<file path="src/verilog/sbc_cache_regs.vh">
// Register offsets, field positions and codes for the segmented block cache
`ifndef SBC_CACHE_REGS_VH
`define SBC_CACHE_REGS_VH
`define SBC_A_CTRL      12'h000
`define SBC_A_STAT      12'h004
`define SBC_A_SEGSIZE   12'h008
`define SBC_A_PFMAX     12'h00c
`define SBC_A_PFCEIL    12'h010
`define SBC_A_SENSE     12'h014
`define SBC_A_HITS      12'h018
`define SBC_A_PFHITS    12'h01c
`define SBC_B_RCOFF     0
`define SBC_B_WBON      1
`define SBC_B_RAOFF     5
`define SBC_B_UPCHK     8
`define SBC_B_STICKY    2
`define SBC_SEGSIZE_RD  32'h0000ffff
`define SBC_SK_NONE     8'h00
`define SBC_SK_MEDIUM   8'h03
`define SBC_SK_HW       8'h04
`define SBC_SK_ILLEGAL  8'h05
`define SBC_ASC_POS     8'h15
`define SBC_ASC_UNCH    8'h26
`define SBC_ASC_NONE    8'h00
`define SBC_OP_READ     2'h0
`define SBC_OP_WRITE    2'h1
`define SBC_OP_FLUSH    2'h2
`define SBC_ST_GOOD     2'h0
`define SBC_ST_CHECK    2'h1
`define SBC_ST_DEFER    2'h2
`endif

</file>
<file path="src/verilog/sbc_seg_ram.v">
// Segment tag store: one registered-read memory of block tags
`timescale 1ns/1ns
`default_nettype none
module sbc_seg_ram
#(
   parameter AW = 4,
   parameter DW = 34
)
(
   input  wire          clk,    // Clock
   input  wire          we,     // Write enable
   input  wire [AW-1:0] waddr,  // Write address
   input  wire [DW-1:0] wdata,  // Write data
   input  wire [AW-1:0] raddr,  // Read address
   output reg  [DW-1:0] rdata   // Registered read data
);
   reg [DW-1:0] mem [0:(1<<AW)-1];

   // Write and registered read; a read of the address being written returns the old data
   always @(posedge clk)
   begin
      if (we)
         mem[waddr] <= wdata;
      rdata <= mem[raddr];
   end
endmodule
`default_nettype wire

</file>
<file path="src/verilog/sbc_cache_ctrl.v">
// Segmented block cache and prefetch controller with APB registers
//
// Behaviour
// (RL1) Read cache on: look up blocks in segments before medium access.
// (RL2) Read cache off: skip lookup, read medium, segment as pass-through; lookup is skipped only when read-ahead is also off.
// (RL3) All requested blocks cached: transfer them with no medium access.
// (RL4) Any block missing: fetch into segment, then send to host.
// (RL5) Segments are circular, whole blocks, created and freed by workload.
// (RL6) Segment size field always reads all ones.
// (RL7) Segment size writes ignored; with unchangeable_param_check check flag an error.
// (RL8) Read cache on: written data stays cached for later reads.
// (RL9) Segment layout independent of read cache disable setting.
// (RL10) Write with read cache on: invalidate old copies, cache new data.
// (RL11) Write wraps in segment but stalls before overwriting uncommitted blocks.
// (RL12) Write-back on: good status once data sits in cache.
// (RL13) Failed commit of early-acknowledged data raises deferred error.
// (RL14) Flush completes only after all earlier writes are committed.
// (RL15) Prefetch on: read following blocks even with read cache off.
// (RL16) Hit on prefetched data counted as prefetch hit, not cache hit.
// (RL17) Read-ahead-off bit zero enables prefetch, one disables it.
// (RL18) Max prefetch and prefetch ceiling fields are ignored.
// (RL19) Read-ahead enabled when hit predicted, off when not.
// (RL20) Unrecoverable read reported as medium error, repeats counted once.
// (RL21) Failed seek recovery reports positioning error with hardware key.
`timescale 1ns/1ns
`default_nettype none
`include "sbc_cache_regs.vh"
module sbc_cache_ctrl
#(
   parameter SEG_AW = 4,   // log2 of segment count
   parameter LBA_W  = 32,  // Block address width
   parameter SEG_BL = 8    // Blocks per segment
)
(
   input  wire             pclk,         // Clock
   input  wire             presetn,      // Async reset, low
   input  wire             psel,         // APB select
   input  wire             penable,      // APB enable
   input  wire             pwrite,       // APB direction
   input  wire [11:0]      paddr,        // APB address
   input  wire [31:0]      pwdata,       // APB write data
   output wire             pready,       // APB ready
   output reg  [31:0]      prdata,       // APB read data
   output wire             pslverr,      // APB error
   input  wire             cmd_valid,    // Host command valid
   output wire             cmd_ready,    // Command accepted
   input  wire [1:0]       cmd_op,       // Read, write or flush
   input  wire [LBA_W-1:0] cmd_lba,      // Starting block
   output reg              done_valid,   // Completion pulse
   output reg  [1:0]       done_status,  // Good, check or deferred
   output reg              host_xfer,    // Block moved with host
   output reg              med_req,      // Medium request
   output reg              med_write,    // Medium request direction
   output reg  [LBA_W-1:0] med_lba,      // Medium block address
   input  wire             med_done,     // Medium op finished
   input  wire             med_err,      // Unrecoverable medium error
   input  wire             seek_err      // Seek recovery failed
);
   localparam NSEG = 1 << SEG_AW;
   localparam DW   = LBA_W + 2;
   // One-hot states
   localparam S_IDLE = 6'h01;
   localparam S_LOOK = 6'h02;
   localparam S_MED  = 6'h04;
   localparam S_SEND = 6'h08;
   localparam S_WR   = 6'h10;
   localparam S_FLSH = 6'h20;

   reg  [5:0]       state_reg;
   reg  [31:0]      ctrl_reg;
   reg  [7:0]       sense_reg;
   reg  [7:0]       asc_reg;
   reg  [31:0]      hits_reg;
   reg  [31:0]      pfhits_reg;
   reg  [LBA_W-1:0] lba_reg;
   reg  [1:0]       op_reg;
   reg  [SEG_AW:0]  scan_reg;
   reg  [SEG_AW-1:0] alloc_reg;
   reg  [NSEG-1:0]  valid_reg;
   reg  [NSEG-1:0]  dirty_reg;
   reg              hit_reg;
   reg              pfhit_reg;
   reg  [SEG_AW-1:0] hit_seg_reg;
   reg  [3:0]       count_reg;
   reg              pf_pred_reg;
   reg              pf_pend_reg;
   reg              med_pf_reg;
   reg              err_seen_reg;
   reg              defer_reg;
   reg  [SEG_AW-1:0] fl_seg_reg;
   reg  [3:0]       wptr_reg;
   reg  [3:0]       commit_reg;
   reg  [2:0]       sync_med_done;
   reg  [1:0]       sync_med_err;
   reg  [1:0]       sync_seek_err;
   wire             mdone = sync_med_done[1] & ~sync_med_done[2];
   wire             merr  = sync_med_err[1];
   wire             serr  = sync_seek_err[1];

   wire             rc_off  = ctrl_reg[`SBC_B_RCOFF];
   wire             wb_on   = ctrl_reg[`SBC_B_WBON];
   wire             ra_off  = ctrl_reg[`SBC_B_RAOFF];
   wire             up_chk  = ctrl_reg[`SBC_B_UPCHK];

   // Tag store: {prefetched, valid, lba}
   reg              tag_we;
   reg  [SEG_AW-1:0] tag_waddr;
   reg  [DW-1:0]    tag_wdata;
   wire [DW-1:0]    tag_rdata;
   wire [SEG_AW-1:0] scan_idx = scan_reg[SEG_AW-1:0];
   sbc_seg_ram #(.AW(SEG_AW), .DW(DW)) u_tags
   (
      .clk   (pclk),
      .we    (tag_we),
      .waddr (tag_waddr),
      .wdata (tag_wdata),
      .raddr (scan_idx),
      .rdata (tag_rdata)
   );

   // Registered read lags address by one; compare with delayed index
   reg  [SEG_AW-1:0] cmp_idx_reg;
   reg               cmp_ok_reg;
   wire tag_match = cmp_ok_reg && valid_reg[cmp_idx_reg]
                    && tag_rdata[LBA_W-1:0] == lba_reg;
   wire tag_pf    = tag_rdata[LBA_W+1];

   // APB: zero wait states, never errors
   assign pready  = 1'b1;
   assign pslverr = 1'b0;
   wire   apb_wr  = psel && penable && pwrite;
   wire   apb_rd  = psel && !penable && !pwrite;

   assign cmd_ready = (state_reg == S_IDLE);
   wire   cmd_go    = cmd_valid && cmd_ready;

   // Input synchronisers; done is used on its rising edge only
   always @(posedge pclk or negedge presetn)
   begin
      if (!presetn)
      begin
         sync_med_done <= 3'h0;
         sync_med_err  <= 2'h0;
         sync_seek_err <= 2'h0;
      end
      else
      begin
         sync_med_done <= {sync_med_done[1:0], med_done};
         sync_med_err  <= {sync_med_err[0], med_err};
         sync_seek_err <= {sync_seek_err[0], seek_err};
      end
   end

   // Read data mux; registered at setup phase
   always @(posedge pclk or negedge presetn)
   begin
      if (!presetn)
         prdata <= 32'h0;
      else if (apb_rd)
      begin
         case (paddr)
            `SBC_A_CTRL:    prdata <= ctrl_reg;
            `SBC_A_STAT:    prdata <= {26'h0, state_reg};
            `SBC_A_SEGSIZE: prdata <= `SBC_SEGSIZE_RD; // RL6
            `SBC_A_PFMAX:   prdata <= 32'h0;           // RL18
            `SBC_A_PFCEIL:  prdata <= 32'h0;           // RL18
            `SBC_A_SENSE:   prdata <= {16'h0, asc_reg, sense_reg};
            `SBC_A_HITS:    prdata <= hits_reg;
            `SBC_A_PFHITS:  prdata <= pfhits_reg;
            default:        prdata <= 32'h0;
         endcase
      end
   end

   // Tag write port selection
   always @*
   begin
      tag_we    = 1'b0;
      tag_waddr = alloc_reg;
      tag_wdata = {1'b0, 1'b1, lba_reg};
      if (state_reg == S_MED && mdone && !merr && !serr)
      begin
         tag_we    = 1'b1;                            // RL5
         tag_wdata = {med_pf_reg, 1'b1, med_lba};     // RL15
      end
      else if (state_reg == S_WR && count_reg == 4'h0 && !rc_off)
         tag_we    = 1'b1;                            // RL8
   end

   // Main controller
   always @(posedge pclk or negedge presetn)
   begin
      if (!presetn)
      begin
         state_reg    <= S_IDLE;
         ctrl_reg     <= 32'h0;
         sense_reg    <= `SBC_SK_NONE;
         asc_reg      <= `SBC_ASC_NONE;
         hits_reg     <= 32'h0;
         pfhits_reg   <= 32'h0;
         lba_reg      <= {LBA_W{1'b0}};
         op_reg       <= 2'h0;
         scan_reg     <= {(SEG_AW+1){1'b0}};
         alloc_reg    <= {SEG_AW{1'b0}};
         valid_reg    <= {NSEG{1'b0}};
         dirty_reg    <= {NSEG{1'b0}};
         hit_reg      <= 1'b0;
         pfhit_reg    <= 1'b0;
         hit_seg_reg  <= {SEG_AW{1'b0}};
         count_reg    <= 4'h0;
         pf_pred_reg  <= 1'b1;
         pf_pend_reg  <= 1'b0;
         med_pf_reg   <= 1'b0;
         err_seen_reg <= 1'b0;
         defer_reg    <= 1'b0;
         fl_seg_reg   <= {SEG_AW{1'b0}};
         wptr_reg     <= 4'h0;
         commit_reg   <= 4'h0;
         cmp_idx_reg  <= {SEG_AW{1'b0}};
         cmp_ok_reg   <= 1'b0;
         done_valid   <= 1'b0;
         done_status  <= `SBC_ST_GOOD;
         host_xfer    <= 1'b0;
         med_req      <= 1'b0;
         med_write    <= 1'b0;
         med_lba      <= {LBA_W{1'b0}};
      end
      else
      begin
         done_valid  <= 1'b0;
         host_xfer   <= 1'b0;
         cmp_idx_reg <= scan_idx;
         cmp_ok_reg  <= (state_reg == S_LOOK) && !scan_reg[SEG_AW];
         // Control writes; segment layout does not depend on cache mode
         if (apb_wr && paddr == `SBC_A_CTRL)
            ctrl_reg <= pwdata;                              // RL9 RL17
         // Segment size is fixed; unchangeable_param_check check flags the attempt
         if (apb_wr && paddr == `SBC_A_SEGSIZE && up_chk)
         begin
            sense_reg <= `SBC_SK_ILLEGAL;                    // RL7
            asc_reg   <= `SBC_ASC_UNCH;                      // RL7
         end
         // Sense clear by writing the sense register
         if (apb_wr && paddr == `SBC_A_SENSE)
         begin
            sense_reg    <= `SBC_SK_NONE;
            asc_reg      <= `SBC_ASC_NONE;
            err_seen_reg <= 1'b0;
         end
         case (state_reg)
            S_IDLE:
            begin
               if (cmd_go)
               begin
                  lba_reg  <= cmd_lba;
                  op_reg   <= cmd_op;
                  scan_reg <= {(SEG_AW+1){1'b0}};
                  hit_reg  <= 1'b0;
                  pfhit_reg <= 1'b0;
                  if (cmd_op == `SBC_OP_FLUSH)
                  begin
                     fl_seg_reg <= {SEG_AW{1'b0}};
                     state_reg  <= S_FLSH;                   // RL14
                  end
                  else if (cmd_op == `SBC_OP_READ && rc_off && ra_off)
                  begin
                     med_req    <= 1'b1;                     // RL2
                     med_write  <= 1'b0;
                     med_lba    <= cmd_lba;
                     med_pf_reg <= 1'b0;
                     state_reg  <= S_MED;
                  end
                  else
                     state_reg  <= S_LOOK;                   // RL1 RL10
               end
            end
            S_LOOK:
            begin
               if (!scan_reg[SEG_AW])
                  scan_reg <= scan_reg + 1'b1;
               if (tag_match)
               begin
                  if (op_reg == `SBC_OP_WRITE)
                     valid_reg[cmp_idx_reg] <= 1'b0;         // RL10
                  else if (!(rc_off && !tag_pf))
                  begin
                     hit_reg     <= 1'b1;
                     pfhit_reg   <= tag_pf;
                     hit_seg_reg <= cmp_idx_reg;
                  end
               end
               // Scan finished when compare pipeline drains
               if (scan_reg[SEG_AW] && !cmp_ok_reg)
               begin
                  if (op_reg == `SBC_OP_WRITE)
                  begin
                     count_reg <= SEG_BL[3:0];
                     wptr_reg  <= 4'h0;
                     commit_reg <= 4'h0;
                     state_reg <= S_WR;
                  end
                  else if (hit_reg)
                  begin
                     // Classify the hit and train read-ahead prediction
                     if (pfhit_reg)
                        pfhits_reg <= pfhits_reg + 32'h1;    // RL16
                     else
                        hits_reg   <= hits_reg + 32'h1;      // RL16
                     pf_pred_reg <= pfhit_reg;               // RL19
                     state_reg   <= S_SEND;                  // RL3
                  end
                  else
                  begin
                     med_req    <= 1'b1;                     // RL4
                     med_write  <= 1'b0;
                     med_lba    <= lba_reg;
                     med_pf_reg <= 1'b0;
                     state_reg  <= S_MED;
                  end
               end
            end
            S_MED:
            begin
               if (mdone)
               begin
                  med_req <= 1'b0;
                  if (serr)
                  begin
                     sense_reg <= `SBC_SK_HW;                // RL21
                     asc_reg   <= `SBC_ASC_POS;              // RL21
                     done_valid  <= 1'b1;
                     done_status <= `SBC_ST_CHECK;
                     state_reg   <= S_IDLE;
                  end
                  else if (merr)
                  begin
                     // Repeats before a sense clear report once
                     if (!err_seen_reg)
                     begin
                        sense_reg <= `SBC_SK_MEDIUM;         // RL20
                        asc_reg   <= `SBC_ASC_NONE;
                     end
                     err_seen_reg <= 1'b1;                   // RL20
                     done_valid  <= 1'b1;
                     done_status <= `SBC_ST_CHECK;
                     state_reg   <= S_IDLE;
                  end
                  else if (med_pf_reg)
                  begin
                     alloc_reg <= alloc_reg + 1'b1;
                     valid_reg[alloc_reg] <= 1'b1;
                     state_reg <= S_IDLE;
                  end
                  else
                  begin
                     // Dynamic segment allocation, round robin reuse
                     alloc_reg <= alloc_reg + 1'b1;          // RL5
                     valid_reg[alloc_reg] <= !rc_off;        // RL2
                     pf_pend_reg <= !ra_off && pf_pred_reg;  // RL15 RL17 RL19
                     pf_pred_reg <= 1'b0;                    // RL19
                     state_reg <= S_SEND;
                  end
               end
            end
            S_SEND:
            begin
               // Blocks leave the segment toward the host
               host_xfer   <= 1'b1;                          // RL3 RL4
               done_valid  <= 1'b1;
               done_status <= `SBC_ST_GOOD;
               if (pf_pend_reg)
               begin
                  pf_pend_reg <= 1'b0;
                  med_req     <= 1'b1;                       // RL15
                  med_write   <= 1'b0;
                  med_lba     <= lba_reg + 1'b1;
                  med_pf_reg  <= 1'b1;
                  state_reg   <= S_MED;
               end
               else
                  state_reg   <= S_IDLE;
            end
            S_WR:
            begin
               // Host fills the circular segment; commit trails behind
               if (count_reg != 4'h0 && (wptr_reg - commit_reg) < SEG_BL[3:0])
               begin
                  host_xfer <= 1'b1;
                  wptr_reg  <= wptr_reg + 4'h1;
                  count_reg <= count_reg - 4'h1;
               end                                           // RL11
               if (commit_reg != wptr_reg && mdone)
                  commit_reg <= commit_reg + 4'h1;           // RL11
               if (count_reg == 4'h0)
               begin
                  valid_reg[alloc_reg] <= !rc_off;           // RL8
                  dirty_reg[alloc_reg] <= 1'b1;
                  alloc_reg <= alloc_reg + 1'b1;
                  if (wb_on)
                  begin
                     done_valid  <= 1'b1;                    // RL12
                     done_status <= `SBC_ST_GOOD;
                     state_reg   <= S_IDLE;
                  end
                  else
                  begin
                     fl_seg_reg <= alloc_reg;
                     state_reg  <= S_FLSH;
                  end
               end
            end
            S_FLSH:
            begin
               // Flush commits each dirty segment in turn; after a write only the segment just written
               if (!dirty_reg[fl_seg_reg])
               begin
                  if (fl_seg_reg == {SEG_AW{1'b1}} || op_reg != `SBC_OP_FLUSH)
                  begin
                     done_valid  <= 1'b1;                    // RL14
                     done_status <= defer_reg ? `SBC_ST_DEFER : `SBC_ST_GOOD;
                     defer_reg   <= 1'b0;
                     state_reg   <= S_IDLE;
                  end
                  else
                     fl_seg_reg <= fl_seg_reg + 1'b1;
               end
               else if (!med_req)
               begin
                  med_req   <= 1'b1;
                  med_write <= 1'b1;
                  med_lba   <= {LBA_W{1'b0}};
               end
               else if (mdone)
               begin
                  med_req <= 1'b0;
                  dirty_reg[fl_seg_reg] <= 1'b0;
                  if (merr)
                     defer_reg <= 1'b1;                      // RL13
               end
            end
            default: state_reg <= S_IDLE;
         endcase
      end
   end
endmodule
`default_nettype wire

</file>
<file path="config.mk">
export PLATFORM = sky130hd
export DESIGN_NAME = sbc_cache_ctrl
export DESIGN_NICKNAME = d
export VERILOG_FILES = /design/src/verilog/sbc_seg_ram.v /design/src/verilog/sbc_cache_ctrl.v
export VERILOG_INCLUDE_DIRS = /design/src /design/src/verilog
export SDC_FILE = /design/constraint.sdc
export NUM_CORES = 1
export LEC_CHECK = 0
export BUFFER_PORTS_ARGS = -buffer_cell sky130_fd_sc_hd__buf_4
export CAP_MARGIN = 25
export CELL_PAD_IN_SITES_DETAIL_PLACEMENT = 2
export CELL_PAD_IN_SITES_GLOBAL_PLACEMENT = 2
export CORE_MARGIN = 2
export CORE_UTILIZATION = 45
export DETAILED_ROUTE_END_ITERATION = 16
export PLACE_DENSITY_LB_ADDON = 0.1
export SYNTH_ARGS = -nofsm -noshare
export SYNTH_HDL_FRONTEND = slang
export SYNTH_SLANG_ARGS = --single-unit
</file>
<file path="constraint.sdc">
create_clock -name pclk -period 4.58 [get_ports pclk]
set_input_delay 0.458 -clock pclk [delete_from_list [all_inputs] [get_ports pclk]]
set_output_delay 0.458 -clock pclk [all_outputs]
set_load 0.05 [all_outputs]
</file>
# --- Word-level counts from Yosys, hierarchy flattened ---
# Memories as Yosys holds them, arrays and structs flattened. A register that Yosys moved wholly into a read port is not among the register bits.
# Cells that the tools add are included.
word_totals:
  regBits: 298
  rom_bits: 0
  n_memories: 1
  latchBits: 0
  output_inout_bits: 73
  input_bits: 87
  word_cells: 357
  ram_bits: 544
mem_list:
  columns: ["memory", "words", "width", "read_ports", "rd_ports_with_merged_regs", "wr", "line", "rtl"]
  rows:
  - ["u_tags.mem", 16, 34, 1, 1, 1, "sbc_seg_ram.v:17", "reg [DW-1:0] mem [0:(1<<AW)-1];"]
classes:
  mux: 169
  n_eq_ne: 50
  n_lt_le_gt_ge: 7
  n_reduce_logical: 74
  n_shift: 0
  add_sub_neg: 10
  mul: 0
  bitwise: 10
  div: 0
op_table:
  columns: ["operator", "count"]
  rows:
  - ["$mux 32", 9]
  - ["$pmux 32 s6", 1]
  - ["$mux 16", 11]
  - ["$pmux 32 s4", 1]
  - ["$mux 8", 14]
  - ["$add 32x1->32 const B", 3]
  - ["$mux 4", 21]
  - ["$mux 1", 65]
  - ["$ne 2x2->1 const B", 25]
  - ["$mux 6", 8]
  - ["$pmux 16 s3", 1]
  - ["$eq 12x5->1 const B", 3]
  - ["$pmux 6 s6", 1]
  - ["$reduce_and 5->1", 7]
  - ["$mux 34", 1]
  - ["$and 16x16->16", 2]
  - ["$eq 32x32->1", 1]
  - ["$not 16->16", 2]
  - ["$or 16x16->16", 2]
  - ["$pmux 16 s2", 1]
  - ["$pmux 4 s2", 4]
  - ["$logic_and 1x1->1", 27]
  - ["$reduce_and 7->1", 3]
  - ["$reduce_and 10->1", 2]
  - ["other kinds (50)", 105]

# --- Depth between registers and ports, before layout ---
# Gate-level depths: netlist (run 1).
depth:
  depth_word: 11
  mapped_depth: 9
  mapped_depth_nobuf: 8

# --- Hierarchy ---
# From an unflattened synthesis (run 1), not the netlist that was laid out.
unflattened:
  hier_cells: 2477
  area_unflattened_um2: 37091.8
modules_own_cells:
  columns: ["module", "area_per_inst_um2", "seq_area_each_um2", "n_inst", "cells_each"]
  rows:
  - ["sbc_seg_ram", 21076.5, 17016.3, 1, 888]
  - ["sbc_cache_ctrl", 16015.4, 7459.7, 1, 1589]

# --- Worst setup path after synthesis (run 1) ---
# Ideal clock, no wire load.
synth_timing:
  kind: "register to register"
  from: "register state_reg[5]"
  to: "memory u_tags.mem[10][0] (enable)"
  setup_time_ns: 0.423
  setup_slack_ns: 0.924
  required_ns: 4.157
  synth_period_minus_slack_ns: 3.656
  n_path_buf: 3
  path_stages_with_launch: 9
  arrival_time_ns: 3.233
  path_cell_list: "dfrtp_1 -> buf_2 -> nor3_1 -> and3_1 -> buf_2 -> nand2_1 -> o21a_1 -> clkbuf_1 -> nor2_1"
synth_between:
  elab_chain_cells: 7
  word_cells_on_any_way: 11
  classes_between: "2 x eq/ne; 4 x mux; 5 x reduce/logical"
synth_rtl:
  columns: ["element", "line", "rtl"]
  rows:
  - ["start: declaration", "sbc_cache_ctrl.v:69", "reg [5:0] state_reg;"]
  - ["start signal: assignment", "sbc_cache_ctrl.v:195", "state_reg <= S_IDLE;"]
  - ["start signal: assignment", "sbc_cache_ctrl.v:263", "state_reg <= S_FLSH;"]
  - ["start signal: assignment", "sbc_cache_ctrl.v:271", "state_reg <= S_MED;"]
  - ["$eq 6x5->1 or $eq 6x3->1 (tied branches)", "sbc_cache_ctrl.v:186, sbc_cache_ctrl.v:181", null]
  - ["$logic_and 1x1->1 (on tied branches) (2 in series)", "sbc_cache_ctrl.v:186, sbc_cache_ctrl.v:181", null]
  - ["$mux 1 or $logic_and 1x1->1 (tied branches)", "sbc_cache_ctrl.v:186, sbc_cache_ctrl.v:181", null]
  - ["$mux 1 (*)", "sbc_cache_ctrl.v:181", "if (state_reg == S_MED && mdone && !merr && !serr)"]
  - ["$mux 1 (*)", "sbc_seg_ram.v:22", "if (we)"]
  - ["$mux 1 (implied by the code) (*)", "sbc_seg_ram.v:23", "mem[waddr] <= wdata;"]
  - ["end: declaration", "sbc_seg_ram.v:17", null]
# Every way passes the cells marked *; elsewhere a longest branch is shown, timed or not.

# --- Worst setup path after layout (run 1) ---
layout_timing:
  from: "register state_reg[4]"
  to: "memory u_tags.mem[2][22] (enable)"
# The elaborated chain is that of the path after synthesis.

==> results of run 1 <==
## worst max-delay path, delay by kind of cell, from the launching register on
kind	cells	cell delay (ps)
buffers and inverters	2	600
AO/OA/AOI/OAI	1	480
AND/OR/NAND/NOR	4	1940
flip-flops	1	510
## final cells by class
cell class / count / area [sq um]
repair buffers: 264 / 2150
flip-flops and latches: 859 / 24000
clock buffers: 127 / 2670
fillers: 7212 / 37700
diodes: 1 / 2.50
inverters: 40 / 150
multi-input cells: 1330 / 11600
clock inverters: 49 / 508
well taps: 1060 / 1330
## power by group through the flow
stage          registers (mW)  clock network, mW  logic [mW]
3_3_place_gp             10.4                  0        5.77
6_report                 10.3               7.94        6.25
2_1_floorplan            10.4                  0        3.41
5_1_grt                  10.4               8.32        6.54
4_1_cts                  10.3               8.05        6.24
3_5_place_dp             10.5                  0        6.12
## cells by family after synthesis
| kind of cell | Yosys count | share of synthesized area [%] |
|---|---|---|
| buffers and inverters | 182 | 2.08 |
| XOR/XNOR | 119 | 2.88 |
| AND/OR/NAND/NOR | 592 | 8.05 |
| flip-flops | 859 | 66.2 |
| adder cells (fa/ha/maj) | 19 | 0.656 |
| other | 2 | 0.0207 |
| multiplexers | 283 | 14.1 |
| AO/OA/AOI/OAI | 315 | 6.01 |
## layer usage
metal  track usage (%)  vias to the layer above  wire length (microns)
li1                  -                     9567                      -
met1              41.1                    12600                  50600
met2              51.7                      924                  62700
met3              4.00                      174                   7540
met4              8.43                        2                   3080
met5                 0                        -                      9
## through the flow
stage | worst slack [ps] | utilization, % | instance area (sq um)
after floorplan | 924 | - | 36200
after global placement | 941 | 48.7 | 39000
after detailed placement | 867 | 48.7 | 39000
after CTS | 724 | 52.9 | 42400
after global routing | 558 | 52.9 | 42400
final | 730 | 53.0 | 42400
## final timing paths
kind / endpoint / slack (ps) / depth (start not counted)
worst max-delay path: u_tags.mem[2][22] / 730 / 7
worst min-delay path: lba_reg[13] / 30 / 3
worst max register to register: u_tags.mem[2][22] / 730 / 7
worst min register to register: sync_med_done[1] / 350 / 0
max in group asynchronous: valid_reg[6] / 3090 / 3
min in group asynchronous: commit_reg[1] / 350 / 2
## cells in the final DEF, fill, tap and decap left out, drive strengths merged, types with 30 or more instances in the layout
cell type / count
dfrtp: 296
a21oi: 30
buf: 245
clkbuf: 128
nand2: 243
mux2: 97
xor2: 37
clkinv: 33
xnor2: 82
nand3: 55
mux4: 171
o21ai: 116
nand4: 39
nor2: 105
dfxtp: 33
edfxtp: 528
inv: 41
## repair_timing
action                                  in CTS  in global routing
endpoints found under the hold margin       70                  0
setup buffers                                0                  0
endpoints found under the setup margin       0                  0
hold buffers                                18                  0
resized for setup                            0                  0
==> results.md, run 1 <==
* Outcome: complete, no violations
* # rows at between 100 and 150
* Predominant post-synthesis flop cell: edfxtp_1
* Synth Register Bits at between 800 and 900
* Worst Tran Pin Value at roughly 1100 ps
* Share of the synthesized area in the top cell type at a little over two fifths
* Critical path arrival at 4200 ps
* Final Instance Count excl. Fillers at approximately 3700
* Power density cells at roughly 580 nW/um^2
* Iter 0 DRT Violations at ~2300
* Fmax at around 260 MHz
* Setup TNS at 0 ps
* Max-slew violations at 0
* Crit Path Class: reg2reg
* Worst clock skew at about 30 ps
* Cell Chain, Critical Path: nor2_1 > and4b_1 > nand3_4 > o21a_1 > buf_16 > nor2_4 > buf_4
* Largest net degree at the start of global routing at just over 100
* WL/cell at between 30 and 40 microns
* Crit start category: register
* TritonRoute pass-1 iters at 5
* Critical path required time at about 4900 ps
* Top Registers: u_tags.mem x528, u_tags.rdata x33
* Max Buffers Root-to-Sink at 3
* Crit path largest cell delay at 630 ps
* Worst setup EP type: register
* Most flops, register: u_tags.mem
* HP Start: cmd_lba[13]
* Top-count cell post-synth: edfxtp_1
* Final Hold Viols at 0
* Antenna violations before repair at 1
* Sequential Power Share at between 40 and 50%
* Post-synth EDFFs at 528
* RSZ-0062 raised after global routing: false
* CTS clk-pin slew, worst paths at ~60 ps
* Slowest-stage cell, CP: nor2_4
* CTS tree: yes
* Fin crit share at about 84%
* Routed wire length at approximately 120000 microns
* Layout cell share with drive strength beyond 1 at a little over a quarter
* Syn-to-layout area delta at 17.1%
* Sw Pwr at between 8 and 9 mW
* Clk Tree Root Cell: clkbuf_16
* Grt total ovfl at 0
* Max Cap Viol at 0
* Port Buffers at around 160
* Final nets at 2695
* Mean area per synthesized cell at 15.3 sq um
* Largest area contributor in the netlist: edfxtp_1
* Max_slew headroom at between 20% and 30%
* Dpl hpwl at approximately 80000 microns
* Logic gate share of total power at between 20% and 30%
* Final routed DRC violation total at 0
* Setup violators final at 0
* Syn nets at 2477
* Leakage at 15.6 nW
* Post-synthesis sequential area ratio at about two thirds
* Die Footprint at 82800 sq um
* Hold WC Path Type: in2reg
* Starting density of the core at between 40% and 50%
* Top-level I/O count at 160
* Vias at about 23000
* Height of the die at 288 microns
* Synth area leaders: edfxtp_1 44%, dfrtp_1 20%, mux4_2 11%, nand2_1 2.5%, mux2_2 2.3%
* CTS buffer count at 94
* Asr flop ratio synth at a little over a third
* Clock power frac at 32.4%
* H-tree depth at 3
* Vias per cell at slightly above 6
* GRT Total Usage at between 30% and 40%
* Number of global-route vias before repair at 25200
* First-pass GRT wire length at about 180000 microns
* Worst-Skew Late Latency at ~660 ps
* Die Wd at 288 microns
* Synth Cell Area at about 36000 sq um
* Core area at approximately 80000 sq um
* Sw Share at 34.0%
* Max reg flops at 528
* DP Cell Count at about 3500
* Peak VDD IR at between 0.0004 and 0.0005 V
* Most frequent cells after synthesis: 528 x edfxtp_1, 296 x dfrtp_1, 243 x nand2_1
* Clock Sink Count at 859
* Cell internal pwr at around 16 mW
* Yosys warning count at 0
* Crit Path Max Fanout at 22
* Post-synthesis instance total at between 2000 and 2500
* Minimum clock period at 3850 ps
* Final hold slack at about 26 ps
* Antenna Violating Nets Remaining at 0
* Worst Setup SP: state_reg[4]
* RD Place Congestion at about 0.82
* Worst R2R Start: state_reg[4]
* Yosys cell types at between 80 and 90
* Total Power at 24.5 mW
Power figures use the tool's default switching activity.
==> run 2: changes to the inputs <==
Settings changed: ABC_AREA from default to 1, CORE_UTILIZATION 45 to 36.
Clock period 4.58 ns to 3.5 ns, I/O delays scaled along.
==> results.md, run 2 <==
* Most frequent cells after synthesis: 778 x nand2_1, 528 x edfxtp_1, 486 x nor2_1 (was 528 x edfxtp_1, 296 x dfrtp_1, 243 x nand2_1)
* Top-level I/O count at 160 (unchanged)
* WL/cell at 25.8 microns (was 33.2 microns)
* Most flops, register: u_tags.mem (unchanged)
* Predominant post-synthesis flop cell: edfxtp_1 (unchanged)
* Leakage at 18.3 nW (was 15.6 nW)
* H-tree depth at 3 (unchanged)
* Worst-Skew Late Latency at 720 ps (was 660 ps)
* Max reg flops at 528 (unchanged)
* Slowest-stage cell, CP: buf_4 (was nor2_4)
* Clk Tree Root Cell: clkbuf_16 (unchanged)
* TritonRoute pass-1 iters at 5 (unchanged)
* R2r setup slk at 480 ps (was 730 ps)
* Vias per cell at 5.40 (was 6.23)
* CTS clk-pin slew, worst paths at 60 ps (about the same)
* Top Registers: u_tags.mem x528, u_tags.rdata x33 (unchanged)
* Starting density of the core at 36.4% (was 45.2%)
* Die Wd at 331 microns (was 288 microns)
* CTS buffer count at 99 (was 94)
* Peak VDD IR at 0.000636 V (was 0.000495 V)
* Critical path arrival at 3460 ps (was 4200 ps)
* Asr flop ratio synth at 34.7% (unchanged)
* Fmax at 331 MHz (was 260 MHz)
* Setup ws final at 476 ps (was 730 ps)
* Share of the synthesized area in the top cell type at 41.2% (was 43.7%)
* Syn-to-layout area delta at 19.5% (was 17.1%)
* Number of global-route vias before repair at 33300 (was 25200)
* Final hold slack at 52.6 ps (was 25.8 ps)
* Largest net degree at the start of global routing at 204 (was 102)
* Core area at 106000 sq um (was 80200 sq um)
* Syn nets at 3979 (was 2477)
* Height of the die at 331 microns (was 288 microns)
* Worst R2R Start: state_reg[5] (was state_reg[4])
* GRT Total Usage at 26.5% (was 30.4%)
* Crit Path Max Fanout at 64 (was 22)
* Crit start category: register (unchanged)
* Cell Chain, Critical Path: nor2_4 > nand4_4 > nor3_2 > buf_4 > o21ai_0 > buf_4 (was nor2_1 > and4b_1 > nand3_4 > o21a_1 > buf_16 > nor2_4 > buf_4)
* Outcome: complete, no violations (unchanged)
* Critical Path Sink: u_tags.mem[0][19] (was u_tags.mem[2][22])
* Dpl hpwl at 91400 microns (was 81800 microns)
* Critical R2R Capture: u_tags.mem[0][19] (was u_tags.mem[2][22])
* Layout cell share with drive strength beyond 1 at 12.6% (was 26.1%)
* Worst Tran Pin Value at 1280 ps (was 1090 ps)
* Yosys cell types at 60 (was 81)
* Max Buffers Root-to-Sink at 3 (unchanged)
* Routed wire length at 145000 microns (was 124000 microns)
* Post-synthesis sequential area ratio at 62.3% (was 66.2%)
* Final Hold Viols at 0 (unchanged)
* Iter 0 DRT Violations at 1659 (was 2309)
* Commonest non-fill, non-tap cell in the layout: nand2_1 (was edfxtp_1)
* Fin crit share at 86.4% (was 84.1%)
* Port Buffers at 157 (unchanged)
* Synth area leaders: edfxtp_1 41%, dfrtp_1 19%, nand2_1 7.6%, o21ai_0 6.2%, nor2_1 4.7% (was edfxtp_1 44%, dfrtp_1 20%, mux4_2 11%, nand2_1 2.5%, mux2_2 2.3%)
* Synth Cell Area at 38500 sq um (was 36200 sq um)
* Antenna Violating Nets Remaining at 0 (unchanged)
* RSZ-0062 raised after global routing: false (unchanged)
* Diode count at 0 (was 1)
* Setup violators final at 0 (unchanged)
* Worst setup EP type: register (unchanged)
* Minimum clock period at 3020 ps (was 3850 ps)
* RD Place Congestion at 0.835 (was 0.818)
* Vias at 30300 (was 23200)
* Grt total ovfl at 0 (unchanged)
* Final Core Density at 43.5% (was 53.0%)
* Max_slew headroom at 14.3% (was 27.1%)
* Hold WC Path Type: in2reg (unchanged)
* Largest area contributor in the netlist: edfxtp_1 (unchanged)
* HP Start: cmd_op[1] (was cmd_lba[13])
* Worst clock skew at 60.3 ps (was 30.2 ps)
* Power density cells at 769 nW/um^2 (was 578 nW/um^2)
* Post-synth EDFFs at 528 (unchanged)
* Synth Register Bits at 859 (unchanged)
* Crit path largest cell delay at 640 ps (was 630 ps)
* Max-slew violations at 0 (unchanged)
* First-pass GRT wire length at 217000 microns (was 182000 microns)
* Final routed DRC violation total at 0 (unchanged)
* Final nets at 4253 (was 2695)
* Die Footprint at 109000 sq um (was 82800 sq um)
* Post-synthesis instance total at 3873 (was 2371)
* Fill cells at 11100 (was 7212)
* Commonest non-fill, non-tap cells in the layout: 777 x nand2_1, 528 x edfxtp_1, 479 x nor2_1 (was 528 x edfxtp_1, 292 x dfrtp_1, 243 x nand2_1)
* Critical path required time at 3930 ps (was 4930 ps)
* Top-count cell post-synth: nand2_1 (was edfxtp_1)
* Yosys warning count at 0 (unchanged)
* Most used cell, CP: buf_4
* Max Cap Viol at 0 (unchanged)
* Crit Path Class: reg2reg (unchanged)
* CTS tree: yes (unchanged)
* # rows at 119 (was 104)
* Mean area per synthesized cell at 9.93 sq um (was 15.3 sq um)
* R2R cell count at 6 (was 7)
* Setup Slack @ Placement at 489 ps (was 867 ps)
* Worst Setup SP: state_reg[5] (was state_reg[4])
* Antenna violations before repair at 1 (unchanged)
* Clock Sink Count at 859 (unchanged)
-- run 2: cell types whose count changed in the layout (fill, tap and decap cells not counted), sizes merged, moves of 68 or more --
cell   previous run  this run
nand2           243       786
nor2            105       493
o21ai           116       482
inv              41       310
mux4            171         0
nand3            55       180
o22ai             6       107
xnor2            82         3
mux2             97        29
-- run 2: critical path: cells and delay by family (launching register included) --
family,cells,cell delay [ps]
AO/OA/AOI/OAI,1,550
buffers and inverters,2,990
flip-flops,1,460
AND/OR/NAND/NOR,3,690
-- run 2: logic make-up after synthesis --
| kind of cell | share of synthesized area [%] |
|---|---|
| AND/OR/NAND/NOR | 17.6 |
| multiplexers | 0.849 |
| flip-flops | 62.3 |
| adder cells (fa/ha/maj) | 0.618 |
| AO/OA/AOI/OAI | 11.8 |
| XOR/XNOR | 1.75 |
| other | 0.0195 |
| buffers and inverters | 5.01 |
-- run 2: worst min-delay path by stage --
stage	end	slack, ps	cells past startpoint
floorplan	alloc_reg[0]	50	0
global placement	done_status[1]	340	1
detailed placement	done_status[1]	350	1
CTS	op_reg[1]	5	3
global route	op_reg[1]	60	3
finish	op_reg[1]	50	3
-- run 2: repair_timing --
action | 4_1_cts | 5_1_grt
hold buffers | 69 | 0
gates resized for setup | 0 | 0
setup buffers | 0 | 0
hold endpoints to repair | 148 | 0
-- run 2: power by group --
group          total (mW)  internal, mW  switching, mW  leakage [nW]
clock network        10.5          6.01           4.50          1.60
registers            13.7          12.6           1.13          8.97
logic                11.2          3.08           8.08          7.72
total                35.4          21.7           13.7          18.3
-- run 2: layout make-up --
class,instances,area [sq um],share of cell area [%]
Timing Repair Buffer,345,3110,6.75
Clock buffer,133,2720,5.91
Clock inverter,54,561,1.22
Inverter,312,1180,2.57
Sequential cell,859,24000,52.2
Tap cell,1391,1740,3.78
Multi-Input combinational cell,2530,12700,27.6
-- run 2: stage by stage --
step / instance area, sq um / TNS (ps) / power (mW) / std cells
3_3_place_gp: 42000 / 0 / 24.6 / 5366
4_1_cts: 46000 / 0 / 35.7 / 5623
5_1_grt: 46000 / 0 / 37.3 / 5624
2_1_floorplan: 38500 / -235550 / 20.2 / 3873
3_5_place_dp: 42000 / 0 / 25.0 / 5367
6_report: 46000 / 0 / 35.4 / 5624
-- run 2: metal layers --
metal,up-vias,wire (microns),track usage (%),share of wire [%]
met3,205,4530,3.25,3.1
met1,15800,61100,33.1,42
met5,-,13,0,0.0090
met4,2,3970,7.58,2.7
li1,13900,-,-,-
met2,480,75300,48.0,52
